<file path="config.mk">
export PLATFORM = sky130hd
export DESIGN_NAME = ubsam_top
export DESIGN_NICKNAME = d
export VERILOG_FILES = /design/src/hdl/ubsam_pkg.sv /design/src/hdl/ubsam_tick_div.sv /design/src/hdl/ubsam_addr_match.sv /design/src/hdl/ubsam_top.sv
export SDC_FILE = /design/constraint.sdc
export NUM_CORES = 1
export LEC_CHECK = 0
export BUFFER_PORTS_ARGS = -buffer_cell sky130_fd_sc_hd__buf_4
export CAP_MARGIN = 20
export CORE_UTILIZATION = 30
export DETAILED_ROUTE_END_ITERATION = 8
export PLACE_DENSITY = 0.51
export SYNTH_ARGS = -nofsm -noshare
export SYNTH_HDL_FRONTEND = slang
export SYNTH_SLANG_ARGS = --single-unit
</file>
<file path="constraint.sdc">
create_clock -name core_clk -period 4.1 [get_ports core_clk]
set_input_delay 0.82 -clock core_clk [delete_from_list [all_inputs] [get_ports core_clk]]
set_output_delay 0.82 -clock core_clk [all_outputs]
set_load 0.005 [all_outputs]
</file>
<file path="src/hdl/ubsam_pkg.sv">
// Package for baud select and address match block
package ubsam_pkg;

   // APB register offsets (byte addresses, chosen)
   localparam logic [7:0] OFS_BAUD_GEN_CTRL = 8'h00;
   localparam logic [7:0] OFS_SERIAL_CTRL   = 8'h04;
   localparam logic [7:0] OFS_OWN_ADDR      = 8'h08;
   localparam logic [7:0] OFS_ADDR_MASK     = 8'h0C;
   localparam logic [7:0] OFS_RELOAD        = 8'h10;
   localparam logic [7:0] OFS_STATUS        = 8'h14;

   // baud_gen_ctrl fields
   localparam int BIT_RX_SRC  = 0;
   localparam int BIT_TX_SRC  = 1;
   localparam int BIT_PRESC   = 2;
   localparam int BIT_GEN_EN  = 3;
   localparam int BIT_DOUBLER = 4;
   // serial_ctrl fields
   localparam int BIT_MODE_LO = 0;
   localparam int BIT_MULTIP  = 2;
   localparam int BIT_RX_DONE = 3;
   localparam int BIT_RX_NINE = 4;

   localparam logic [7:0] RST_OWN_ADDR  = 8'h00;
   localparam logic [7:0] RST_ADDR_MASK = 8'h00;
   localparam logic [7:0] RST_RELOAD    = 8'h00;
   localparam logic [7:0] RST_CTRL      = 8'h00;

   // Divider constants
   localparam int GEN_DIV_BASE = 32;
   localparam int PRESC_DIV    = 6;
   localparam int T1_FRAME_DIV = 192;
   localparam int MODE2_DIV_HI = 16;
   localparam int MODE2_DIV_LO = 32;
   localparam int DIV_DOUBLE   = 16;

   typedef enum logic [1:0] {
      UBSAM_MODE0,
      UBSAM_MODE1,
      UBSAM_MODE2,
      UBSAM_MODE3
   } ubsam_mode_t;

   typedef struct packed {
      logic [7:0] data;
      logic       ninth;
      logic       stopOk;
   } ubsam_frame_t;

   typedef struct packed {
      logic [7:0] ownAddr;
      logic [7:0] addrMask;
   } ubsam_addr_t;

endpackage : ubsam_pkg

</file>
<file path="src/hdl/ubsam_tick_div.sv">
// Free running tick divider, one pulse per period
`timescale 1ns/1ps
module ubsam_tick_div #(
   parameter int W = 16
) (
   input  wire logic         core_clk, // Clock
   input  wire logic         nrst,     // Async reset, active low
   input  wire logic         run,      // Count while high
   input  wire logic         tickIn,   // Count enable pulse
   input  wire logic [W-1:0] period,   // Ticks per output pulse
   output logic              tickOut   // One-cycle pulse
);
   logic [W-1:0] cnt_q;

   always_ff @(posedge core_clk or negedge nrst) begin
      if (!nrst) begin
         cnt_q <= '0;
      end else if (!run) begin
         cnt_q <= '0;
      end else if (tickIn) begin
         if (cnt_q >= period - W'(1)) begin
            cnt_q <= '0;
         end else begin
            cnt_q <= cnt_q + W'(1);
         end
      end
   end

   assign tickOut = run && tickIn && (cnt_q >= period - W'(1));

endmodule : ubsam_tick_div

</file>
<file path="src/hdl/ubsam_addr_match.sv">
// Masked given and broadcast address compare
`timescale 1ns/1ps
module ubsam_addr_match (
   input  wire ubsam_pkg::ubsam_addr_t cfg,   // Own address and mask
   input  wire logic [7:0]             rxAddr, // Received address byte
   output logic                        hit     // Given or broadcast hit
);
   logic [7:0] bcast;
   logic       givenHit;
   logic       bcastHit;

   assign givenHit = ((rxAddr ^ cfg.ownAddr) & cfg.addrMask) == 8'h00;
   assign bcast    = cfg.ownAddr | cfg.addrMask;
   assign bcastHit = ((rxAddr ^ bcast) & bcast) == 8'h00;
   assign hit      = givenHit || bcastHit;

endmodule : ubsam_addr_match

</file>
<file path="src/hdl/ubsam_top.sv">
// Baud source selection and multiprocessor address filter
//
// Added by the designer: the placing of the registers and the APB register port.
`timescale 1ns/1ps
module ubsam_top #(
   parameter int DIVW = 16
) (
   input  wire logic                    core_clk,   // 10 MHz clock
   input  wire logic                    nrst,       // Async reset, active low
   input  wire logic                    psel,       // APB select
   input  wire logic                    penable,    // APB enable
   input  wire logic                    pwrite,     // APB direction
   input  wire logic [7:0]              paddr,      // APB byte address
   input  wire logic [31:0]             pwdata,     // APB write data
   output logic [31:0]                  prdata,     // APB read data
   output logic                         pready,     // APB ready
   output logic                         pslverr,    // APB error
   input  wire logic                    timerOvf,   // Timer 1 overflow pulse
   input  wire logic [7:0]              timerReload,// Timer 1 reload byte
   input  wire logic                    frameValid, // Received frame pulse
   input  wire ubsam_pkg::ubsam_frame_t frameIn,    // Received frame
   output logic                         rxTick,     // Receive baud tick
   output logic                         txTick,     // Transmit baud tick
   output logic                         rxAccept,   // Frame delivered pulse
   output logic [7:0]                   rxData,     // Delivered byte
   output logic                         rxDoneFlag  // Receive done flag
);
   logic [7:0]             baudGenCtrl_q;
   logic [7:0]             serialCtrl_q;
   logic [7:0]             reload_q;
   ubsam_pkg::ubsam_addr_t addr_q;
   logic                   rxNinth_q;
   logic                   rxDone_q;
   logic                   accept_q;
   logic [7:0]             rxData_q;
   logic                   pre6_q;
   logic [2:0]             pre6Cnt_q;
   logic                   genRun;
   logic                   genTick;
   logic                   genOvf;
   logic                   t1Run;
   logic                   t1Ovf;
   logic                   m2Tick;
   logic                   m2Run;
   logic [DIVW-1:0]        genPeriod;
   logic [DIVW-1:0]        m2Period;
   logic [DIVW-1:0]        frmPeriod;
   logic                   genFrame;
   logic                   t1Frame;
   logic                   doubler;
   logic                   prescBypass;
   logic                   multiproc;
   ubsam_pkg::ubsam_mode_t mode;
   logic                   addrHit;
   logic                   isAddr;
   logic                   keepFrame;
   logic                   nineBit;
   logic                   wrEn;
   logic                   rdEn;
   logic                   mapped;
   logic                   clrDone;

   assign doubler     = baudGenCtrl_q[ubsam_pkg::BIT_DOUBLER];
   assign prescBypass = baudGenCtrl_q[ubsam_pkg::BIT_PRESC];
   assign genRun      = baudGenCtrl_q[ubsam_pkg::BIT_GEN_EN];
   assign multiproc   = serialCtrl_q[ubsam_pkg::BIT_MULTIP];
   assign mode        = ubsam_pkg::ubsam_mode_t'(
                           serialCtrl_q[ubsam_pkg::BIT_MODE_LO +: 2]);

   // APB slave, zero wait states
   assign wrEn    = psel && penable && pwrite;
   assign rdEn    = psel && penable && !pwrite;
   assign pready  = 1'b1;
   assign mapped  = (paddr == ubsam_pkg::OFS_BAUD_GEN_CTRL)
                 || (paddr == ubsam_pkg::OFS_SERIAL_CTRL)
                 || (paddr == ubsam_pkg::OFS_OWN_ADDR)
                 || (paddr == ubsam_pkg::OFS_ADDR_MASK)
                 || (paddr == ubsam_pkg::OFS_RELOAD)
                 || (paddr == ubsam_pkg::OFS_STATUS);
   assign pslverr = psel && penable && !mapped;

   always_comb begin
      prdata = 32'h0000_0000;
      if (paddr == ubsam_pkg::OFS_BAUD_GEN_CTRL) begin
         prdata[7:0] = baudGenCtrl_q;
      end else if (paddr == ubsam_pkg::OFS_SERIAL_CTRL) begin
         prdata[7:0] = {serialCtrl_q[7:5], rxNinth_q, rxDone_q,
                        serialCtrl_q[2:0]};
      end else if (paddr == ubsam_pkg::OFS_OWN_ADDR) begin
         prdata[7:0] = addr_q.ownAddr;
      end else if (paddr == ubsam_pkg::OFS_ADDR_MASK) begin
         prdata[7:0] = addr_q.addrMask;
      end else if (paddr == ubsam_pkg::OFS_RELOAD) begin
         prdata[7:0] = reload_q;
      end else if (paddr == ubsam_pkg::OFS_STATUS) begin
         prdata[7:0] = {6'h00, rxNinth_q, rxDone_q};
      end
   end

   always_ff @(posedge core_clk or negedge nrst) begin
      if (!nrst) begin
         baudGenCtrl_q <= ubsam_pkg::RST_CTRL;
         serialCtrl_q  <= ubsam_pkg::RST_CTRL;
         reload_q      <= ubsam_pkg::RST_RELOAD;
      end else if (wrEn) begin
         if (paddr == ubsam_pkg::OFS_BAUD_GEN_CTRL) begin
            baudGenCtrl_q <= pwdata[7:0];
         end else if (paddr == ubsam_pkg::OFS_SERIAL_CTRL) begin
            serialCtrl_q  <= pwdata[7:0];
         end else if (paddr == ubsam_pkg::OFS_RELOAD) begin
            reload_q      <= pwdata[7:0];
         end
      end
   end

   always_ff @(posedge core_clk or negedge nrst) begin
      if (!nrst) begin
         addr_q.ownAddr  <= ubsam_pkg::RST_OWN_ADDR;
         addr_q.addrMask <= ubsam_pkg::RST_ADDR_MASK;
      end else if (wrEn && paddr == ubsam_pkg::OFS_OWN_ADDR) begin
         addr_q.ownAddr  <= pwdata[7:0];
      end else if (wrEn && paddr == ubsam_pkg::OFS_ADDR_MASK) begin
         addr_q.addrMask <= pwdata[7:0];
      end
   end

   // Divide by six unless prescale bypassed
   always_ff @(posedge core_clk or negedge nrst) begin
      if (!nrst) begin
         pre6Cnt_q <= 3'd0;
         pre6_q    <= 1'b0;
      end else begin
         pre6_q <= (pre6Cnt_q == 3'(ubsam_pkg::PRESC_DIV - 1));
         if (pre6Cnt_q == 3'(ubsam_pkg::PRESC_DIV - 1)) begin
            pre6Cnt_q <= 3'd0;
         end else begin
            pre6Cnt_q <= pre6Cnt_q + 3'd1;
         end
      end
   end

   assign genTick   = prescBypass ? 1'b1 : pre6_q;
   assign genPeriod = DIVW'(9'd256 - {1'b0, reload_q});
   // Doubler halves the 32 divide to 16
   assign frmPeriod = doubler ? DIVW'(ubsam_pkg::DIV_DOUBLE)
                              : DIVW'(ubsam_pkg::GEN_DIV_BASE);

   ubsam_tick_div #(.W(DIVW)) u_gen (
      .core_clk (core_clk),
      .nrst     (nrst),
      .run      (genRun),
      .tickIn   (genTick),
      .period   (genPeriod),
      .tickOut  (genOvf)
   );
   ubsam_tick_div #(.W(DIVW)) u_genFrm (
      .core_clk (core_clk),
      .nrst     (nrst),
      .run      (genRun),
      .tickIn   (genOvf),
      .period   (frmPeriod),
      .tickOut  (genFrame)
   );

   // Timer overflow counts 192/6 = 32 per bit
   assign t1Run = 1'b1;
   ubsam_tick_div #(.W(DIVW)) u_t1Frm (
      .core_clk (core_clk),
      .nrst     (nrst),
      .run      (t1Run),
      .tickIn   (timerOvf),
      .period   (DIVW'(ubsam_pkg::T1_FRAME_DIV / ubsam_pkg::PRESC_DIV)
                 >> doubler),
      .tickOut  (t1Ovf)
   );
   assign t1Frame = t1Ovf;

   assign m2Run    = (mode == ubsam_pkg::UBSAM_MODE2);
   assign m2Period = doubler ? DIVW'(ubsam_pkg::MODE2_DIV_HI)
                             : DIVW'(ubsam_pkg::MODE2_DIV_LO);
   ubsam_tick_div #(.W(DIVW)) u_m2 (
      .core_clk (core_clk),
      .nrst     (nrst),
      .run      (m2Run),
      .tickIn   (1'b1),
      .period   (m2Period),
      .tickOut  (m2Tick)
   );

   always_comb begin
      rxTick = 1'b0;
      txTick = 1'b0;
      case (mode)
         ubsam_pkg::UBSAM_MODE1, ubsam_pkg::UBSAM_MODE3: begin
            rxTick = baudGenCtrl_q[ubsam_pkg::BIT_RX_SRC] ? genFrame
                                                          : t1Frame;
            txTick = baudGenCtrl_q[ubsam_pkg::BIT_TX_SRC] ? genFrame
                                                          : t1Frame;
         end
         ubsam_pkg::UBSAM_MODE2: begin
            rxTick = m2Tick;
            txTick = m2Tick;
         end
         default: begin
            rxTick = 1'b0;
            txTick = 1'b0;
         end
      endcase
   end

   ubsam_addr_match u_match (
      .cfg    (addr_q),
      .rxAddr (frameIn.data),
      .hit    (addrHit)
   );

   // Stop bit stands in for ninth in mode 1
   assign nineBit = (mode == ubsam_pkg::UBSAM_MODE1) ? frameIn.stopOk
                                                     : frameIn.ninth;
   assign isAddr = multiproc && (mode != ubsam_pkg::UBSAM_MODE0);

   always_comb begin
      keepFrame = 1'b1;
      if (isAddr) begin
         keepFrame = nineBit && addrHit;
      end
   end

   assign clrDone = wrEn && (paddr == ubsam_pkg::OFS_SERIAL_CTRL)
                 && !pwdata[ubsam_pkg::BIT_RX_DONE];

   // Set beats software clear
   always_ff @(posedge core_clk or negedge nrst) begin
      if (!nrst) begin
         rxDone_q  <= 1'b0;
         rxNinth_q <= 1'b0;
         accept_q  <= 1'b0;
         rxData_q  <= 8'h00;
      end else begin
         accept_q <= frameValid && keepFrame;
         if (frameValid && keepFrame) begin
            rxDone_q  <= 1'b1;
            rxNinth_q <= nineBit;
            rxData_q  <= frameIn.data;
         end else if (clrDone) begin
            rxDone_q  <= 1'b0;
            rxNinth_q <= pwdata[ubsam_pkg::BIT_RX_NINE];
         end
      end
   end

   assign rxAccept   = accept_q;
   assign rxData     = rxData_q;
   assign rxDoneFlag = rxDone_q;
endmodule : ubsam_top

</file>
After elaboration in Yosys (flattened, before gate mapping)
Cells that the tools add are included.
{ "classes": {"reduce_logical": 34, "magnitude_cmp": 4, "n_eq_ne": 11, "shifts": 1, "muxes": 28, "addsub": 9, "bitwise": 8} }
{ "op_table": {"columns": ["cell", "count"], "rows": [
  ["16-bit 2-to-1 mux", 9],
  ["16-bit by 1-bit adder with 16-bit output (second input constant)", 4],
  ["16-bit greater-or-equal comparator", 4],
  ["8-bit 2-to-1 mux", 5],
  ["8-bit logical NOT", 3],
  ["8-bit bitwise AND", 2],
  ["8-bit by 4-bit == test with 1-bit output (second input constant)", 2],
  ["8-bit by 5-bit == test with 1-bit output (second input constant)", 2],
  ["1-bit logical AND", 16],
  ["6-bit by 1-bit >> shifter with 16-bit output (first input constant)", 1],
  ["16-bit by 1-bit subtractor with 16-bit output (second input constant)", 1],
  ["8-bit bitwise XOR", 2],
  ["10-bit by 2-bit subtractor with 11-bit output (second input constant)", 1],
  ["9-bit by 8-bit subtractor with 10-bit output (first input constant)", 1],
  ["1-bit 2-to-1 mux", 9],
  ["8-bit by 3-bit == test with 1-bit output (second input constant)", 1],
  ["8-bit bitwise OR", 1],
  ["6-bit by 1-bit subtractor with 7-bit output (second input constant)", 1],
  ["1-bit logical OR", 6],
  ["6-bit 2-to-1 mux", 1],
  ["2-bit == test (second input constant)", 2],
  ["2-bit by 1-bit inequality test with 1-bit output (second input constant)", 2],
  ["1-bit one-hot mux with 2 select lines", 2],
  ["2-bit AND reduction", 2],
  ["11 further kinds", 15]
]} }
{ "totals": {"register_bits": 119, "elab_cells": 110, "input_bits": 65, "output_inout_bits": 46} }

Logic depth before layout (Yosys ltp)
{ "logic_depth": {"depth_word": 9, "ltp_mapped": 15} }

Cells and area by module
Synthesis repeated with hierarchy kept, for this count alone.
{ "hier_totals": {"cells_unflattened": 986, "area_unflattened_um2": 9145.0} }
{ "by_module_without_submodules": {"columns": ["module", "seq_area_each_um2", "cells_per_inst", "n_inst", "area_each_um2"], "rows": [
  ["ubsam_tick_div at u_gen ...", 400.4, 178, 3, 1493.9],
  ["ubsam_top", 1326.3, 245, 1, 2937.8],
  ["ubsam_tick_div at u_genFrm", 400.4, 181, 1, 1539.0],
  ["ubsam_addr_match", 0.0, 26, 1, 186.4]
]} }

Worst setup path after synthesis
Ideal clock, no wire load.
{ "synth_timing": {"path_kind": "register to output", "from": "register reload_q[2]", "to": "output rxTick", "t_arrival_ns": 3.592, "t_required_ns": 3.280, "path_stages_with_launch": 13, "slack_ns": -0.312, "path_cell_list": "dfrtp_1 > or3_1 > mux2_2 > a22oi_1 > or3_1 > nand2b_1 > ha_1 > nand4_1 > nor4_1 > a211oi_1 > a21oi_1 > buf_2 > a31o_2"} }
{ "synth_via": {"elab_chain_len": 8} }
{ "synth_lines": {"columns": ["item", "line", "source"], "rows": [
  ["from (decl)", "ubsam_top.sv:30", "logic [7:0] reload_q;"],
  ["from (signal assigned)", "ubsam_top.sv:104", "reload_q <= ubsam_pkg::RST_RELOAD;"],
  ["from (signal assigned)", "ubsam_top.sv:111", "reload_q <= pwdata[7:0];"],
  ["9-bit by 8-bit subtractor with 10-bit output", "ubsam_top.sv:143", "assign genPeriod = DIVW'(9'd256 - {1'b0, reload_q});"],
  ["10-bit by 2-bit subtractor with 11-bit output", "ubsam_tick_div.sv:29", "assign tickOut = run && tickIn && (cnt_q >= period - W'(1));"],
  ["16-bit greater-or-equal comparator", "ubsam_tick_div.sv:29", null],
  ["1-bit logical AND (3 in series)", "ubsam_tick_div.sv:29", null],
  ["1-bit 2-to-1 mux", "ubsam_top.sv:195", "rxTick = baudGenCtrl_q[ubsam_pkg::BIT_RX_SRC] ? genFrame"],
  ["1-bit one-hot mux with 2 select lines", "ubsam_top.sv:193", "case (mode)"],
  ["to (decl)", "ubsam_top.sv:22", "output logic rxTick,"]
]} }
No other way between the ends.

Worst setup path in the final report
{ "layout_timing": {"from": "register reload_q[1]", "to": "output txTick"} }
{ "layout_via": {"elab_chain_len": 8} }
{ "layout_lines": {"columns": ["item", "line", "source"], "rows": [
  ["9-bit by 8-bit subtractor with 10-bit output", "ubsam_top.sv:143", null],
  ["10-bit by 2-bit subtractor with 11-bit output", "ubsam_tick_div.sv:29", null],
  ["16-bit greater-or-equal comparator", "ubsam_tick_div.sv:29", null],
  ["1-bit logical AND (3 in series)", "ubsam_tick_div.sv:29", null],
  ["1-bit 2-to-1 mux", "ubsam_top.sv:197", "txTick = baudGenCtrl_q[ubsam_pkg::BIT_TX_SRC] ? genFrame"],
  ["1-bit one-hot mux with 2 select lines", "ubsam_top.sv:193", null],
  ["to (decl)", "ubsam_top.sv:23", "output logic txTick,"]
]} }
No other way between the ends.

==> results.json <==
{
  "layoutNonFillerInstCount": 1013,
  "critPathKind": "reg2out",
  "cap_viol_max_count": 0,
  "dpl.hpwl_mm": 11.1,
  "powerDensity_nw_per_um2": 385,
  "vias": 5099,
  "cts_tree": "built",
  "final_util_pct": 38.4,
  "routedWlPerCell_um": 15.3,
  "die_y_um": 149,
  "power_mw": 3.12,
  "placed_area_sq_um": 7280,
  "yosys-top-cells-area": "dfrtp_1 (45%), mux2_2 (8.5%), ha_1 (4.6%), buf_4 (3.0%), nand2_1 (3.0%)",
  "synthesis.area_sq_um": 6480,
  "leakagePower_nw": 3.80,
  "reg2reg_depth": 17,
  "skew_ns": 0.0143,
  "maxSlewViolCount": 0,
  "wl_met2_mm": 7.63,
  "finalHoldViolations": 0,
  "critPathMaxFanout": 6,
  "io_pins": 111,
  "r2r_slack_ns": 0.28,
  "hp-class": "in2async",
  "outcome": "finished, violations left",
  "antenna_found_initial": 0,
  "seq_area_frac_synth_pct": 45.2,
  "placed_cells": 974,
  "cp.arrival_ns": 3.62,
  "syn_to_final_growth_pct": 25.0,
  "setup_tns_ns": -0.672,
  "cts_buffers": 17,
  "violations": "setup timing",
  "required_ns": 3.28,
  "period_minus_slack_ns": 4.44,
  "ys_warn_count": 0,
  "globalplace.congestion": 0.805,
  "synthCells": 638,
  "grt_pass1_wl_mm": 25.6,
  "cts_max_path_buffers": 2,
  "worst_slew_pin_slew_ns": 0.789,
  "rsz0062_at_grt": "yes",
  "wl_met1_mm": 7.04,
  "vias_per_cell": 5.03,
  "drtIter0Drc": 284,
  "synthDistinctLibCells": 61,
  "finalCritPeriodShare_pct": 108,
  "cp-end-kind": "primary output",
  "synth_edf_count": 0,
  "setup_ws_ns": -0.338,
  "regToRegEndpoint": "u_gen.cnt_q[5]",
  "drc_errors": 0,
  "netlist_top_cells_count": "dfrtp_1 (117), nand2_1 (51), mux2_2 (49)",
  "start_util_pct": 30.7,
  "holdWs_ns": 0.453,
  "place_ws_ns": -0.0952,
  "vdd_drop_max_v": 0.000252,
  "cts_hold_buffers": 0,
  "drtPass1Iterations": 5,
  "synth.most_common_cell": "dfrtp_1",
  "dr.max_layer_used": "met4",
  "htreeDepth": 4,
  "clkTransAtPathRegs_ns": 0.06,
  "final-setup-viol-count": 2,
  "synth_top_cell_by_area": "dfrtp_1",
  "ys_async_sr_fraction_pct": 100,
  "dieArea_sq_um": 22200,
  "fmaxAchievable_mhz": 225,
  "clockRootBuffer": "clkbuf_16",
  "crit_path_start": "reload_q[1]",
  "synth.top_cell.area_share_pct": 45.2,
  "cts_sinks": 117,
  "grt_pass1_vias": 5173,
  "rr_startpoint": "reload_q[1]",
  "start_kind": "register",
  "synth_ff_type": "dfrtp_1",
  "insertion_delay_ns": 0.42,
  "diodes": 0,
  "wl_met3_um": 632,
  "grt_max_degree": 66,
  "ant_nets": 0,
  "syn_area_per_cell_sq_um": 10.2,
  "worst_slew_margin_rel_pct": 47.4,
  "fp-row-count": 53,
  "drt-total-wl_mm": 15.5,
  "grt_overflow_total": 0,
  "grt.total_usage_pct": 14.8,
  "port_buffers": 53,
  "drive_gt1_share_pct": 26.2,
  "nNetsFinal": 814,
  "ys_ff_latch": 117,
  "finalInstanceArea_sq_um": 8100,
  "critPathCapture": "txTick",
  "die_width_um": 149,
  "core_sq_um": 21100
}
==> flip-flops by register name, indices dropped and copies added (netlist names) <==
register / cells
addr_q: 16
baudGenCtrl_q: 8
pre6Cnt_q: 3
pre6_q: 1
reload_q: 8
rxAccept: 1
rxData: 8
rxDoneFlag: 1
rxNinth_q: 1
serialCtrl_q: 6
u_gen.cnt_q: 16
u_genFrm.cnt_q: 16
u_m2.cnt_q: 16
u_t1Frm.cnt_q: 16
==> routing by layer <==
| metal | up-vias | global-route usage (%) |
|---|---|---|
| li1 | 2466 | - |
| met1 | 2490 | 18.5 |
| met2 | 130 | 24.3 |
| met3 | 13 | 3.18 |
| met4 | 0 | 6.53 |
| met5 | - | 0 |
==> power breakdown <==
part | internal (mW) | total (mW) | switching [mW]
clock | 0.983 | 1.60 | 0.614
sequential | 1.20 | 1.24 | 0.0412
combinational | 0.128 | 0.278 | 0.150
total | 2.31 | 3.12 | 0.805
==> area by class of cell <==
class / instances / area [sq um]
Clock buffer: 17 / 425
Clock inverter: 15 / 204
Sequential cell: 117 / 2930
Fill cell: 2091 / 13000
Tap cell: 275 / 344
Inverter: 17 / 63.8
Multi-Input combinational cell: 490 / 3500
Timing Repair Buffer: 82 / 639
==> how the worst min path moves through the flow <==
stage / slack [ns] / cells past startpoint / to
2_1_floorplan: 0.43 / 1 / u_m2.cnt_q[0]
3_5_place_dp: 0.45 / 1 / u_m2.cnt_q[0]
4_1_cts: 0.46 / 1 / u_m2.cnt_q[0]
5_1_grt: 0.48 / 1 / u_m2.cnt_q[0]
6_report: 0.45 / 1 / u_gen.cnt_q[4]
3_3_place_gp: 0.44 / 1 / u_m2.cnt_q[0]
==> what timing repair did <==
action / CTS / global route
gates resized for setup: 11 / 9
pin swaps: 15 / 6
setup endpoints to repair: 2 / 8
buffers inserted: 6 / 1
==> critical path: stages, from the launching register on <==
cell,delay [ns]
dfrtp_1,0.39
or3_4,0.43
mux2_4,0.22
a22oi_2,0.09
or3_4,0.35
nand2b_4,0.22
ha_1,0.32
nand4_1,0.17
nor4_4,0.35
a211oi_2,0.13
a21oi_2,0.24
a31o_2,0.21
buf_6,0.09
==> placed cells by master, fill, tap and decap left out, types with 17 or more instances in the layout <==
master / n
a21oi_1: 24
a31oi_1: 17
buf_4: 78
clkbuf_16: 17
conb_1: 35
dfrtp_1: 117
ha_1: 17
inv_1: 17
mux2_2: 48
mux2i_1: 18
nand2_1: 51
nand3_1: 23
nor2_1: 44
o21ai_0: 26
==> cells by family after synthesis <==
kind of cell	Yosys count	share of synthesized area [%]
and+or+nand+nor	222	18.6
buffers and inverters	64	5.27
muxes	67	11.3
DFF	117	45.2
AOI/OAI and AO/OA	123	12.4
xor gates and xnor gates	19	2.57
adders and majority gates	24	4.63
other	2	0.116
Power figures use the tool's default switching activity.
